`config.mk`:
```
export PLATFORM = sky130hd
export DESIGN_NAME = pswd_ctrl
export DESIGN_NICKNAME = d
export VERILOG_FILES = /design/src/pswd_pkg.sv /design/src/pswd_ctrl.sv
export VERILOG_INCLUDE_DIRS = /design/src
export SDC_FILE = /design/constraint.sdc
export NUM_CORES = 1
export LEC_CHECK = 0
export BUFFER_PORTS_ARGS = -buffer_cell sky130_fd_sc_hd__buf_2
export CAP_MARGIN = 20
export CORE_ASPECT_RATIO = 1.1
export CORE_UTILIZATION = 57
export DETAILED_ROUTE_END_ITERATION = 12
export GPL_TIMING_DRIVEN = 0
export PLACE_DENSITY = 0.94
export SETUP_SLACK_MARGIN = 0.4
export SYNTH_ARGS = -nofsm -noshare
export SYNTH_HDL_FRONTEND = slang
export SYNTH_SLANG_ARGS = --single-unit
```
`constraint.sdc`:
```
create_clock -name hclk -period 6.4 [get_ports hclk]
set_clock_uncertainty 0.15 [all_clocks]
set_input_delay 0.96 -clock hclk [delete_from_list [all_inputs] [get_ports hclk]]
set_output_delay 0.96 -clock hclk [all_outputs]
set_load 0.01 [all_outputs]
```
`src/pswd_params.svh`:
```
`ifndef PSWD_PARAMS_SVH
`define PSWD_PARAMS_SVH

// ==========================================================
// Register byte addresses (AHB-Lite word per register)
// ==========================================================
`define PSWD_ADDR_W 8
`define PSWD_POWER_CONTROL_IDX 8'h87
`define PSWD_OFF_POWER_CONTROL 8'h1C
`define PSWD_OFF_RELOAD 8'h20
`define PSWD_OFF_WDCTL 8'h24
`define PSWD_OFF_STATUS 8'h28
`define PSWD_OFF_COUNT 8'h2C

// ==========================================================
// Power control bit positions
// ==========================================================
`define PSWD_BIT_IDLE 0
`define PSWD_BIT_PDE 1
`define PSWD_BIT_GF0 2
`define PSWD_BIT_GF1 3
`define PSWD_BIT_SD 4
`define PSWD_BIT_IDLE_START_BIT 5
`define PSWD_BIT_PDS 6
`define PSWD_BIT_SERIAL_RATE_DOUBLE_BIT 7
// Bits that store (all except the self-clearing ones)
`define PSWD_POWER_CONTROL_KEEP 8'h9C

// ==========================================================
// Watchdog control bits and timing
// ==========================================================
`define PSWD_BIT_REFRESH 0
`define PSWD_BIT_START 1
`define PSWD_BIT_PRESC 7
`define PSWD_CYCLE_DIV 12
`define PSWD_SD_DIV 8
`define PSWD_PRE16 16
`define PSWD_TIMEOUT 15'h7FFC
`define PSWD_RST_SHORT 8
`define PSWD_RST_LONG 128
`define PSWD_SD_SYNC 2
`define PSWD_REFRESH_LIFE 2

`endif

```
`src/pswd_pkg.sv`:
```
package pswd_pkg;
	// Power state of the core
	typedef enum logic [1:0] {PS_RUN, PS_IDLE, PS_DOWN} pswd_pstate_type;
	// AHB-Lite request bundle
	typedef struct packed {
		logic hsel;
		logic [31:0] haddr;
		logic [1:0] htrans;
		logic hwrite;
		logic [2:0] hsize;
		logic hready;
	} pswd_ahb_req_type;
	// Pin-facing outputs
	typedef struct packed {
		logic core_clk_en;
		logic osc_stop;
		logic hold_outputs;
		logic ale_force_low;
		logic program_store_strobe_force_low;
		logic clock_output_pin_force_low;
		logic idle_active;
		logic slow_active;
	} pswd_pins_type;
endpackage

```
`src/pswd_ctrl.sv`:
```
`timescale 1ns/100ps
`include "pswd_params.svh"

module pswd_ctrl (
	input wire logic hclk, // Oscillator-rate clock
	input wire logic hresetn, // External hardware reset, active low
	input wire pswd_pkg::pswd_ahb_req_type ahb_req, // AHB address phase
	input wire logic [31:0] hwdata, // Write data
	output logic [31:0] hrdata, // Read data
	output logic hreadyout, // Always ready
	output logic hresp, // Always OKAY
	input wire logic powersave_gate_pin, // Gate pin, high blocks saving
	output pswd_pkg::pswd_pins_type pins, // Power control to the core
	output logic machine_cycle_tick, // One pulse per machine cycle
	output logic watchdog_reset_out // Internal reset from time-out
);
	import pswd_pkg::*;

	// ======================================================
	// Bus slave
	// ======================================================
	logic wr_pend_reg; // Write data phase pending
	logic [7:0] wr_addr_reg; // Latched write offset
	logic [31:0] hrdata_reg; // Registered read data
	// Only NONSEQ and SEQ start a transfer; IDLE and BUSY are ignored
	wire addr_phase = ahb_req.hsel & ahb_req.htrans[1] & ahb_req.hready;
	wire wr_start = addr_phase & ahb_req.hwrite;
	wire rd_start = addr_phase & ~ahb_req.hwrite;
	wire [7:0] rd_addr = ahb_req.haddr[7:0];
	wire wr_power_control = wr_pend_reg & (wr_addr_reg == `PSWD_OFF_POWER_CONTROL);
	wire wr_reload = wr_pend_reg & (wr_addr_reg == `PSWD_OFF_RELOAD);
	wire wr_wdctl = wr_pend_reg & (wr_addr_reg == `PSWD_OFF_WDCTL);
	wire [7:0] wbyte = hwdata[7:0];

	// Zero wait states: every register answers in its data phase
	// No error response; unmapped offsets read zero and drop writes
	assign hreadyout = 1'b1;
	assign hresp = 1'b0;
	assign hrdata = hrdata_reg;

	// Capture write address for the data phase
	// Offset latched every cycle; only the pending flag qualifies it
	always_ff @(posedge hclk or negedge hresetn) begin
		if (!hresetn) begin
			wr_pend_reg <= 1'b0;
			wr_addr_reg <= 8'h00;
		end else begin
			wr_pend_reg <= wr_start;
			wr_addr_reg <= ahb_req.haddr[7:0];
		end
	end

	// ======================================================
	// Strap capture at reset release
	// ======================================================
	// Strap taken once per reset, from the first clock after release
	logic strap_done_reg; // First edge after release seen
	logic hw_autostart_reg; // Gate pin high at the first edge after release
	// Later pin changes never reach the watchdog, only the saving gate
	// Pin sampled on first edge after release, with the core already in PS_RUN
	always_ff @(posedge hclk or negedge hresetn) begin
		if (!hresetn) begin
			strap_done_reg <= 1'b0;
			hw_autostart_reg <= 1'b0;
		end else if (!strap_done_reg) begin
			strap_done_reg <= 1'b1;
			hw_autostart_reg <= powersave_gate_pin;
		end
	end
	// Saving is blocked by live pin or by autostart strap
	// The strap keeps saving locked out until the next reset
	wire save_allowed = ~powersave_gate_pin & ~hw_autostart_reg;

	// ======================================================
	// Machine cycle and slow-down
	// ======================================================
	// Twelve oscillator clocks make one machine cycle; slow-down then
	// stretches the cycle tick, so every tick user slows down together
	logic [3:0] osc_div_reg; // Oscillator to machine cycle
	logic [2:0] slow_div_reg; // Extra divide by eight
	logic [1:0] sd_sync_reg; // Slow-down engage pipeline
	pswd_pstate_type pstate_reg, pstate_next; // Power state
	logic [7:0] power_control_reg; // Stored power control bits
	logic slow_active;
	wire osc_running = (pstate_reg != PS_DOWN);
	wire osc_wrap = (osc_div_reg == 4'(`PSWD_CYCLE_DIV - 1));
	wire raw_cycle = osc_running & osc_wrap;
	wire slow_wrap = (slow_div_reg == 3'(`PSWD_SD_DIV - 1));
	// Every derived tick divided by eight in slow-down
	wire cyc_tick = raw_cycle & (~slow_active | slow_wrap);
	// Slow-down request needs the gate pin low and no strap
	wire sd_req = power_control_reg[`PSWD_BIT_SD] & save_allowed;
	assign slow_active = sd_sync_reg[1];
	assign machine_cycle_tick = cyc_tick;

	// Dividers freeze when oscillator stops
	// Slow-down sync steps on raw cycles so it keeps running while slowed
	always_ff @(posedge hclk or negedge hresetn) begin
		if (!hresetn) begin
			osc_div_reg <= 4'h0;
			slow_div_reg <= 3'h0;
			sd_sync_reg <= 2'h0;
		end else begin
			if (osc_running) begin
				osc_div_reg <= osc_wrap ? 4'h0 : osc_div_reg + 4'h1;
			end
			if (raw_cycle) begin
				slow_div_reg <= slow_wrap ? 3'h0 : slow_div_reg + 3'h1;
				// Two raw cycles of sync; clear disengages same way
				sd_sync_reg <= {sd_sync_reg[0], sd_req};
			end
		end
	end

	// ======================================================
	// Power control and state
	// ======================================================
	// Two-write guard state for both saving modes
	logic pde_armed_reg; // Previous write set arm only
	logic idle_armed_reg; // Previous write set idle enable only
	wire w_pde = wbyte[`PSWD_BIT_PDE];
	wire w_pds = wbyte[`PSWD_BIT_PDS];
	wire w_idle = wbyte[`PSWD_BIT_IDLE];
	wire w_idle_start_bit = wbyte[`PSWD_BIT_IDLE_START_BIT];
	// Start only after a prior arm-only write, never together
	wire go_down = wr_power_control & w_pds & ~w_pde & pde_armed_reg & save_allowed;
	// Idle uses the same two-write pattern with its own pair of bits
	wire go_idle = wr_power_control & w_idle_start_bit & ~w_idle & idle_armed_reg & save_allowed;

	// Power-down wins over idle; only reset exits power-down
	always_comb begin
		pstate_next = pstate_reg;
		if (pstate_reg == PS_DOWN) begin
			pstate_next = PS_DOWN;
		end else if (go_down) begin
			pstate_next = PS_DOWN;
		end else if (go_idle) begin
			pstate_next = PS_IDLE;
		end
	end

	// Self-clearing bits are never stored, so they read zero
	// Arm flags live for one write; a read in between does not cancel them
	always_ff @(posedge hclk or negedge hresetn) begin
		if (!hresetn) begin
			pstate_reg <= PS_RUN;
			power_control_reg <= 8'h00;
			pde_armed_reg <= 1'b0;
			idle_armed_reg <= 1'b0;
		end else begin
			pstate_reg <= pstate_next;
			if (wr_power_control) begin
				power_control_reg <= wbyte & `PSWD_POWER_CONTROL_KEEP;
				pde_armed_reg <= w_pde & ~w_pds;
				idle_armed_reg <= w_idle & ~w_idle_start_bit;
			end else if (wr_pend_reg) begin
				// Any other write breaks back-to-back sequence
				pde_armed_reg <= 1'b0;
				idle_armed_reg <= 1'b0;
			end
		end
	end

	// Pin-facing controls
	// Idle gates only the core clock; power-down also stops the oscillator
	always_comb begin
		pins.core_clk_en = (pstate_reg == PS_RUN);
		pins.osc_stop = (pstate_reg == PS_DOWN);
		pins.hold_outputs = (pstate_reg == PS_DOWN);
		pins.clock_output_pin_force_low = (pstate_reg == PS_DOWN);
		pins.ale_force_low = (pstate_reg == PS_DOWN);
		pins.program_store_strobe_force_low = (pstate_reg == PS_DOWN);
		pins.idle_active = (pstate_reg == PS_IDLE);
		pins.slow_active = slow_active;
	end

	// ======================================================
	// Watchdog
	// ======================================================
	logic [7:0] reload_reg; // Prescale select plus reload value
	logic [14:0] wd_count_reg; // 15-bit up-counter
	logic wd_run_reg; // Watchdog running
	logic [4:0] pre_reg; // Divide-by-2 then optional /16
	logic refresh_reg; // Refresh bit pending
	logic [1:0] refresh_age_reg; // Machine cycles since refresh set
	logic [7:0] wdrst_cnt_reg; // Internal reset length counter
	logic wdrst_reg; // Internal reset active
	logic autostart_go_reg; // Pending hardware start
	// Prescaler: divide by two always, by sixteen more when selected
	wire presc16 = reload_reg[`PSWD_BIT_PRESC];
	wire w_start = wr_wdctl & wbyte[`PSWD_BIT_START];
	wire w_refresh = wr_wdctl & wbyte[`PSWD_BIT_REFRESH];
	// Stopped while idle or power-down
	wire wd_tick_src = cyc_tick & (pstate_reg == PS_RUN);
	wire pre_limit = presc16 ? (pre_reg == 5'(`PSWD_PRE16 * 2 - 1)) : pre_reg[0];
	wire wd_inc = wd_run_reg & wd_tick_src & pre_limit & ~wdrst_reg;
	// Time-out raised on the tick that reaches the limit, so the internal
	// reset starts on a tick edge and spans whole machine cycles
	wire at_limit = (wd_count_reg == 15'(`PSWD_TIMEOUT - 1));
	wire timeout = wd_inc & at_limit;
	// Refresh needs the start bit while the refresh bit still stands
	wire do_reload = w_start & refresh_reg;
	wire sw_start = w_start & ~wd_run_reg;
	wire [14:0] load_val = {reload_reg[6:0], 8'h00};
	// Reset length counts down from one less than its cycle count
	wire [7:0] rst_len = presc16 ? 8'(`PSWD_RST_LONG - 1) : 8'(`PSWD_RST_SHORT - 1);
	assign watchdog_reset_out = wdrst_reg;

	// Reload register: cleared by every reset, writable except while the time-out reset is active
	// Bit 7 is stored as well, so the prescaler choice survives refreshes
	always_ff @(posedge hclk or negedge hresetn) begin
		if (!hresetn) begin
			reload_reg <= 8'h00;
		end else if (wdrst_reg) begin
			reload_reg <= 8'h00;
		end else if (wr_reload) begin
			reload_reg <= wbyte;
		end
	end

	// Refresh bit lives for two machine cycles
	// A refresh left pending too long simply lapses; nothing else happens
	always_ff @(posedge hclk or negedge hresetn) begin
		if (!hresetn) begin
			refresh_reg <= 1'b0;
			refresh_age_reg <= 2'h0;
		end else if (w_refresh) begin
			refresh_reg <= 1'b1;
			refresh_age_reg <= 2'h0;
		end else if (do_reload) begin
			refresh_reg <= 1'b0;
		end else if (refresh_reg & cyc_tick) begin
			refresh_age_reg <= refresh_age_reg + 2'h1;
			if (refresh_age_reg == 2'(`PSWD_REFRESH_LIFE - 1)) begin
				refresh_reg <= 1'b0;
			end
		end
	end

	// Counter, prescaler, run flag and time-out reset
	// Priority: hardware start, software start, refresh, time-out, count
	always_ff @(posedge hclk or negedge hresetn) begin
		if (!hresetn) begin
			wd_run_reg <= 1'b0;
			wd_count_reg <= 15'h0000;
			pre_reg <= 5'h00;
			wdrst_reg <= 1'b0;
			wdrst_cnt_reg <= 8'h00;
			autostart_go_reg <= 1'b0;
		end else begin
			autostart_go_reg <= ~strap_done_reg & powersave_gate_pin;
			if (autostart_go_reg & ~wd_run_reg) begin
				// Reload still at reset value: default period
				wd_run_reg <= 1'b1;
				wd_count_reg <= load_val;
				pre_reg <= 5'h00;
			end else if (sw_start) begin
				wd_run_reg <= 1'b1;
				wd_count_reg <= load_val;
				pre_reg <= 5'h00;
			end else if (do_reload & wd_run_reg) begin
				wd_count_reg <= load_val;
				pre_reg <= 5'h00;
			end else if (timeout) begin
				// Internal reset keeps the watchdog running
				wd_count_reg <= `PSWD_TIMEOUT;
				pre_reg <= 5'h00;
				wdrst_reg <= 1'b1;
				wdrst_cnt_reg <= rst_len;
			end else if (wdrst_reg) begin
				// Length counted in machine cycles, so slow-down stretches it
				if (cyc_tick) begin
					if (wdrst_cnt_reg == 8'h00) begin
						wdrst_reg <= 1'b0;
						wd_count_reg <= load_val;
						pre_reg <= 5'h00;
					end else begin
						wdrst_cnt_reg <= wdrst_cnt_reg - 8'h01;
					end
				end
			end else if (wd_run_reg & wd_tick_src) begin
				// Normal counting; frozen in idle and power-down
				pre_reg <= pre_limit ? 5'h00 : pre_reg + 5'h01;
				if (wd_inc) begin
					wd_count_reg <= wd_count_reg + 15'h0001;
				end
			end
		end
	end

	// ======================================================
	// Read mux
	// ======================================================
	// Decoded in the address phase so data stands in the data phase
	wire rd_power_control = (rd_addr == `PSWD_OFF_POWER_CONTROL);
	wire rd_reload = (rd_addr == `PSWD_OFF_RELOAD);
	wire rd_wdctl = (rd_addr == `PSWD_OFF_WDCTL);
	wire rd_status = (rd_addr == `PSWD_OFF_STATUS);
	wire rd_count = (rd_addr == `PSWD_OFF_COUNT);
	// Status: run, down, idle, slow, strap, time-out reset from bit 0 up
	wire [7:0] status_byte = {2'h0, wdrst_reg, hw_autostart_reg, slow_active,
		(pstate_reg == PS_IDLE), (pstate_reg == PS_DOWN), wd_run_reg};
	wire [31:0] rd_val = rd_power_control ? {24'h000000, power_control_reg} :
		rd_reload ? {24'h000000, reload_reg} :
		rd_wdctl ? {30'h00000000, wd_run_reg, refresh_reg} :
		rd_status ? {24'h000000, status_byte} :
		rd_count ? {17'h00000, wd_count_reg} : 32'h00000000;

	// Read data registered; appears in data phase
	// Held until the next read, so a late sampler still sees it
	always_ff @(posedge hclk or negedge hresetn) begin
		if (!hresetn) begin
			hrdata_reg <= 32'h00000000;
		end else if (rd_start) begin
			hrdata_reg <= rd_val;
		end
	end
endmodule

```
# Word-level counts from Yosys, hierarchy flattened
# Cells that the tools add are included.
# totals
regBits	102
inputBits	75
output_inout_bits	44
elab_cells	167
# classes
n_addsub	6
n_eq_ne	20
n_mux	52
bitwise_logic	49
n_reduce_logical	19
# ops
op	count
2-to-1 mux 15 bit	14
== test 8 x 6 -> 1 bit (second input constant)	6
2-to-1 mux 8 bit	6
2-to-1 mux 5 bit	9
bitwise AND 1 bit	34
== test 8 x 5 -> 1 bit (second input constant)	2
adder 15 x 1 -> 15 bit (second input constant)	1
== test 15 bit (second input constant)	1
2-to-1 mux 1 bit	14
inverter 1 bit	14
2-to-1 mux 2 bit	6
nonzero test 2 bit	6
nonzero test 6 bit	2
nonzero test 3 bit	3
logical NOT 8 bit	1
subtractor 8 x 1 -> 8 bit (second input constant)	1
2-to-1 mux 7 bit	1
!= test 2 bit (second input constant)	3
!= test 6 x 1 -> 1 bit (second input constant)	1
!= test 6 x 2 -> 1 bit (second input constant)	1
AND reduction 3 bit	2
AND reduction 6 bit	1
adder 5 x 1 -> 5 bit (second input constant)	1
== test 5 bit (second input constant)	1
other kinds (13)	15

# Depth between registers and ports, before layout
# logic_depth
ltp_word	14
depth_mapped	10
mapped_depth_nobuf	9

# Least setup slack after synthesis
# Ideal clock, no wire load.
# synth_timing
path_type	input-to-reg
start	in ahb_req[12] in the netlist's numbering
end	reg hrdata_reg[2], in the netlist hrdata[2]
setup_time_ps	132
arrival_ps	2172
required_ps	6118
slack_ps	3946
path_stages	4
path_buffers	0
path_cell_list	or4b_2 > or3_1 > o22ai_1 > a21oi_1
# synth_via
elab_chain_len	6
elab_cells_between_ends	10
cone_classes	eq/ne (5); mux (5)
# synth_lines
element	line	rtl
start, declared	pswd_ctrl.sv:7	input wire pswd_pkg::pswd_ahb_req_type ahb_req,
== test 8 x 6 -> 1 bit (no line)	n/a	
2-to-1 mux 15 bit	pswd_ctrl.sv:307	rd_count ? {17'h00000, wd_count_reg} : 32'h00000000;
2-to-1 mux 15 bit	pswd_ctrl.sv:306	rd_status ? {24'h000000, status_byte} :
2-to-1 mux 15 bit	pswd_ctrl.sv:305	rd_wdctl ? {30'h00000000, wd_run_reg, refresh_reg} :
2-to-1 mux 15 bit	pswd_ctrl.sv:304	rd_reload ? {24'h000000, reload_reg} :
2-to-1 mux 15 bit (*)	pswd_ctrl.sv:303	wire [31:0] rd_val = rd_power_control ? {24'h000000, power_control_reg} :
end signal, assigned	pswd_ctrl.sv:315	hrdata_reg <= rd_val;
end, declared	pswd_ctrl.sv:24	logic [31:0] hrdata_reg;
# Mark *: on every way between the ends. The rest lies on a longest branch, timed or not.
# A chain may end at the register's enable or synchronous reset.

# Final worst setup path
# layout_timing
start	reg slow_div_reg[0]
end	out machine_cycle_tick
# layout_via
elab_chain_len	3
# layout_lines
element	line	rtl
start, declared	pswd_ctrl.sv:80	logic [2:0] slow_div_reg;
start signal, assigned	pswd_ctrl.sv:108	slow_div_reg <= slow_wrap ? 3'h0 : slow_div_reg + 3'h1;
== test 3 bit	pswd_ctrl.sv:88	wire slow_wrap = (slow_div_reg == 3'(`PSWD_SD_DIV - 1));
bitwise OR 1 bit	pswd_ctrl.sv:90	wire cyc_tick = raw_cycle & (~slow_active | slow_wrap);
bitwise AND 1 bit	pswd_ctrl.sv:90	
end, declared	pswd_ctrl.sv:14	output logic machine_cycle_tick,
# Every way passes these cells.

==> results.cfg <==
[run_status]
outcome = complete, no violations

[worst_setup_path]
critPathArrivalTime_ns = 1.79
reg2reg_from = pre_reg[0]
ff2ff_path_depth = 9
cp-start-kind = flip-flop
crit_path_max_fanout = 7
end_kind = output pin
startpoint = slow_div_reg[0]
r2r_end = wd_count_reg[5]
reg2reg_slack_ns = 3.84
cp.required_ns = 5.29
path_class = flip-flop to output pin
worstSetupEndpoint = machine_cycle_tick

[cells_and_area]
fin_nets = 630
drive_gt1_share_pct = 21.9
antenna_cells = 0
finalNonFillerCells = 657
syn2layout_area_growth_pct = 13.9

[sta]
hold_viol = 0
relSlewSlack_pct = 46.8
tightest_slew_ns = 0.791
max_clock_freq_ghz = 0.345
setup_ws_ns = 3.50
min_period_over_period_pct = 45.3
slew_violations = 0
period_minus_slack_ns = 2.90
setup_tns_ns = 0
setup_violations = 0
rsz0062_at_grt = no

[floorplanning]
core-area_um2 = 7560
floorplan.initialDensity_pct = 59.7
ios = 119
dieArea_um2 = 8280
fp.dieW_um = 86.9
num_rows = 33
die_h_um = 95.3

[place]
portBuffers = 47
post-dp-hpwl_mm = 7.80
place.gp.congestion = 0.879
place_ws_ns = 3.40
place_inst = 641

[power_and_ir_drop]
p_sw_uw = 356
peakVddDrop_mv = 0.180
pwr_density_cell_nw_per_um2 = 228
p_leak_uw = 0.00243
comb_power_share_pct = 17.3
clkPwrFrac_pct = 29.4
power_frac_seq_pct = 53.3
swShare_pct = 30.4
p_int_uw = 816

[logic_synthesis]
yosysTopAreaCell = dfrtp_1
synth_area_leaders = dfrtp_1, buf_4, nand2_1
synth_common_cells = dfrtp_1, nand2_1, nor2_1
ys.warnings.count = 0
synth_edf_count = 0
synth.most_common_cell = dfrtp_1
synth-seq-area-share_pct = 47.1
ys_ff_latch = 85
synthArstFlopShare_pct = 100
synthFlopType = dfrtp_1
yosysUniqueCellTypes = 64
netlist_area_um2 = 4510
synth_area_per_cell_um2 = 9.60
synthCells = 470
synth_top_area_share_pct = 47.1

[worst_hold_path]
hp-start = strap_done_reg
hold_path.class = flip-flop to flip-flop
hold_depth = 1

[clock_tree]
cts_tree = built
cts_resized = 0
hold_buffers = 0
cts_sinks = 85
numCtsBuffers = 9
root_buffer = clkbuf_8
h-tree-depth = 3
cts_buffer_depth = 2
postCtsSetupRepairBufs = 0
clk_latency_ns = 0.36
path_clk_slew_ns = 0.09

[global_routing]
track_usage_pct = 28.0
antenna_found_initial = 0
grt_pass1_vias = 3780
grt_pass1_wl_mm = 17.5
grt_max_degree = 46
gr-total-overflow = 0

[detailed_routing]
vias = 3924
ant_nets = 0
route.detailed.drc = 0
drt_iter0_drc = 306
drt_wl_total_mm = 10.7
avgViaCountPerCell = 5.97
first_pass_iters = 5
wl_per_cell_um = 16.4

[run]
drv_cap = 0
-- cells by family after synthesis --
| family | count (synthesis) | share of synthesized area [%] |
|---|---|---|
| AND/OR/NAND/NOR | 181 | 21.0 |
| AO/OA/AOI/OAI | 112 | 17.0 |
| flip-flops | 85 | 47.1 |
| buffers and inverters | 59 | 7.37 |
| multiplexers | 19 | 4.41 |
| adder cells (fa/ha/maj) | 8 | 2.22 |
| XOR/XNOR | 4 | 0.776 |
| other | 2 | 0.166 |
-- power groups by stage --
| stage | Clock [uW] | Combinational [uW] | Sequential (uW) |
|---|---|---|---|
| 6_report | 345 | 203 | 625 |
| 5_1_grt | 364 | 228 | 631 |
| 4_1_cts | 347 | 203 | 623 |
| 3_5_place_dp | 0 | 201 | 633 |
| 3_3_place_gp | 0 | 188 | 629 |
| 2_1_floorplan | 0 | 141 | 625 |
-- metal layers --
metal / part of all wire (%) / wire (um) / global-route usage (%)
met5: 0 / 0 / 0
met3: 5.8 / 627 / 5.80
met2: 50 / 5430 / 48.2
met4: 2.7 / 292 / 13.2
met1: 41 / 4400 / 33.5
-- how the worst min path moves through the flow --
stage / to / slack [ns]
4_1_cts: autostart_go_reg / 0.30
2_1_floorplan: autostart_go_reg / 0.26
6_report: autostart_go_reg / 0.30
3_3_place_gp: autostart_go_reg / 0.27
3_5_place_dp: autostart_go_reg / 0.29
5_1_grt: autostart_go_reg / 0.31
-- placed cells by master (no fill, tap or decap), types with 4 or more instances in the layout --
| master | n |
|---|---|
| dfrtp_1 | 85 |
| buf_2 | 54 |
| nand2_1 | 50 |
| nor2_1 | 33 |
| nand3_1 | 28 |
| a21oi_1 | 27 |
| buf_4 | 26 |
| o21ai_0 | 21 |
| conb_1 | 20 |
| inv_1 | 17 |
| mux2i_1 | 12 |
| nor3_1 | 11 |
| a22o_1 | 10 |
| clkbuf_8 | 9 |
| and2_1 | 8 |
| a21o_1 | 8 |
| clkbuf_1 | 8 |
| ha_1 | 8 |
| mux2_2 | 7 |
| nand2b_1 | 6 |
| and3_1 | 6 |
| o21ai_1 | 6 |
| a221oi_1 | 6 |
| o22ai_1 | 6 |
| nor2b_1 | 5 |
| nand4_1 | 5 |
| nor4_1 | 4 |
| o32ai_1 | 4 |
| a22oi_1 | 4 |
| or3_1 | 4 |
-- per-stage QoR --
stage	util [%]	cell area [um^2]	hold WS (ns)	total power (uW)
6_report	68.1	5140	0.302	1170
5_1_grt	68.1	5140	0.308	1220
4_1_cts	68.1	5140	0.299	1170
3_5_place_dp	65.8	4970	0.287	835
3_3_place_gp	65.5	4950	0.273	817
2_1_floorplan	-	4580	0.264	766
-- critical path, stage by stage, from the launching register on --
cell and delay, ns:
dfrtp_1 0.41, ha_1 0.21, ha_1 0.20, nand2b_1 0.16, and4_4 0.20, buf_6 0.13
buf_2 0.13
-- cell type report --
| type | count | area, um^2 |
|---|---|---|
| multi-input combinational | 344 | 2120 |
| clock inverter | 7 | 48.8 |
| clock buffer | 9 | 124 |
| sequential | 85 | 2130 |
| timing repair buffer | 48 | 258 |
| inverter | 17 | 63.8 |
| fill | 577 | 2410 |
| buffer | 42 | 269 |
| tap | 105 | 131 |
(Power assumes the default switching activity.)
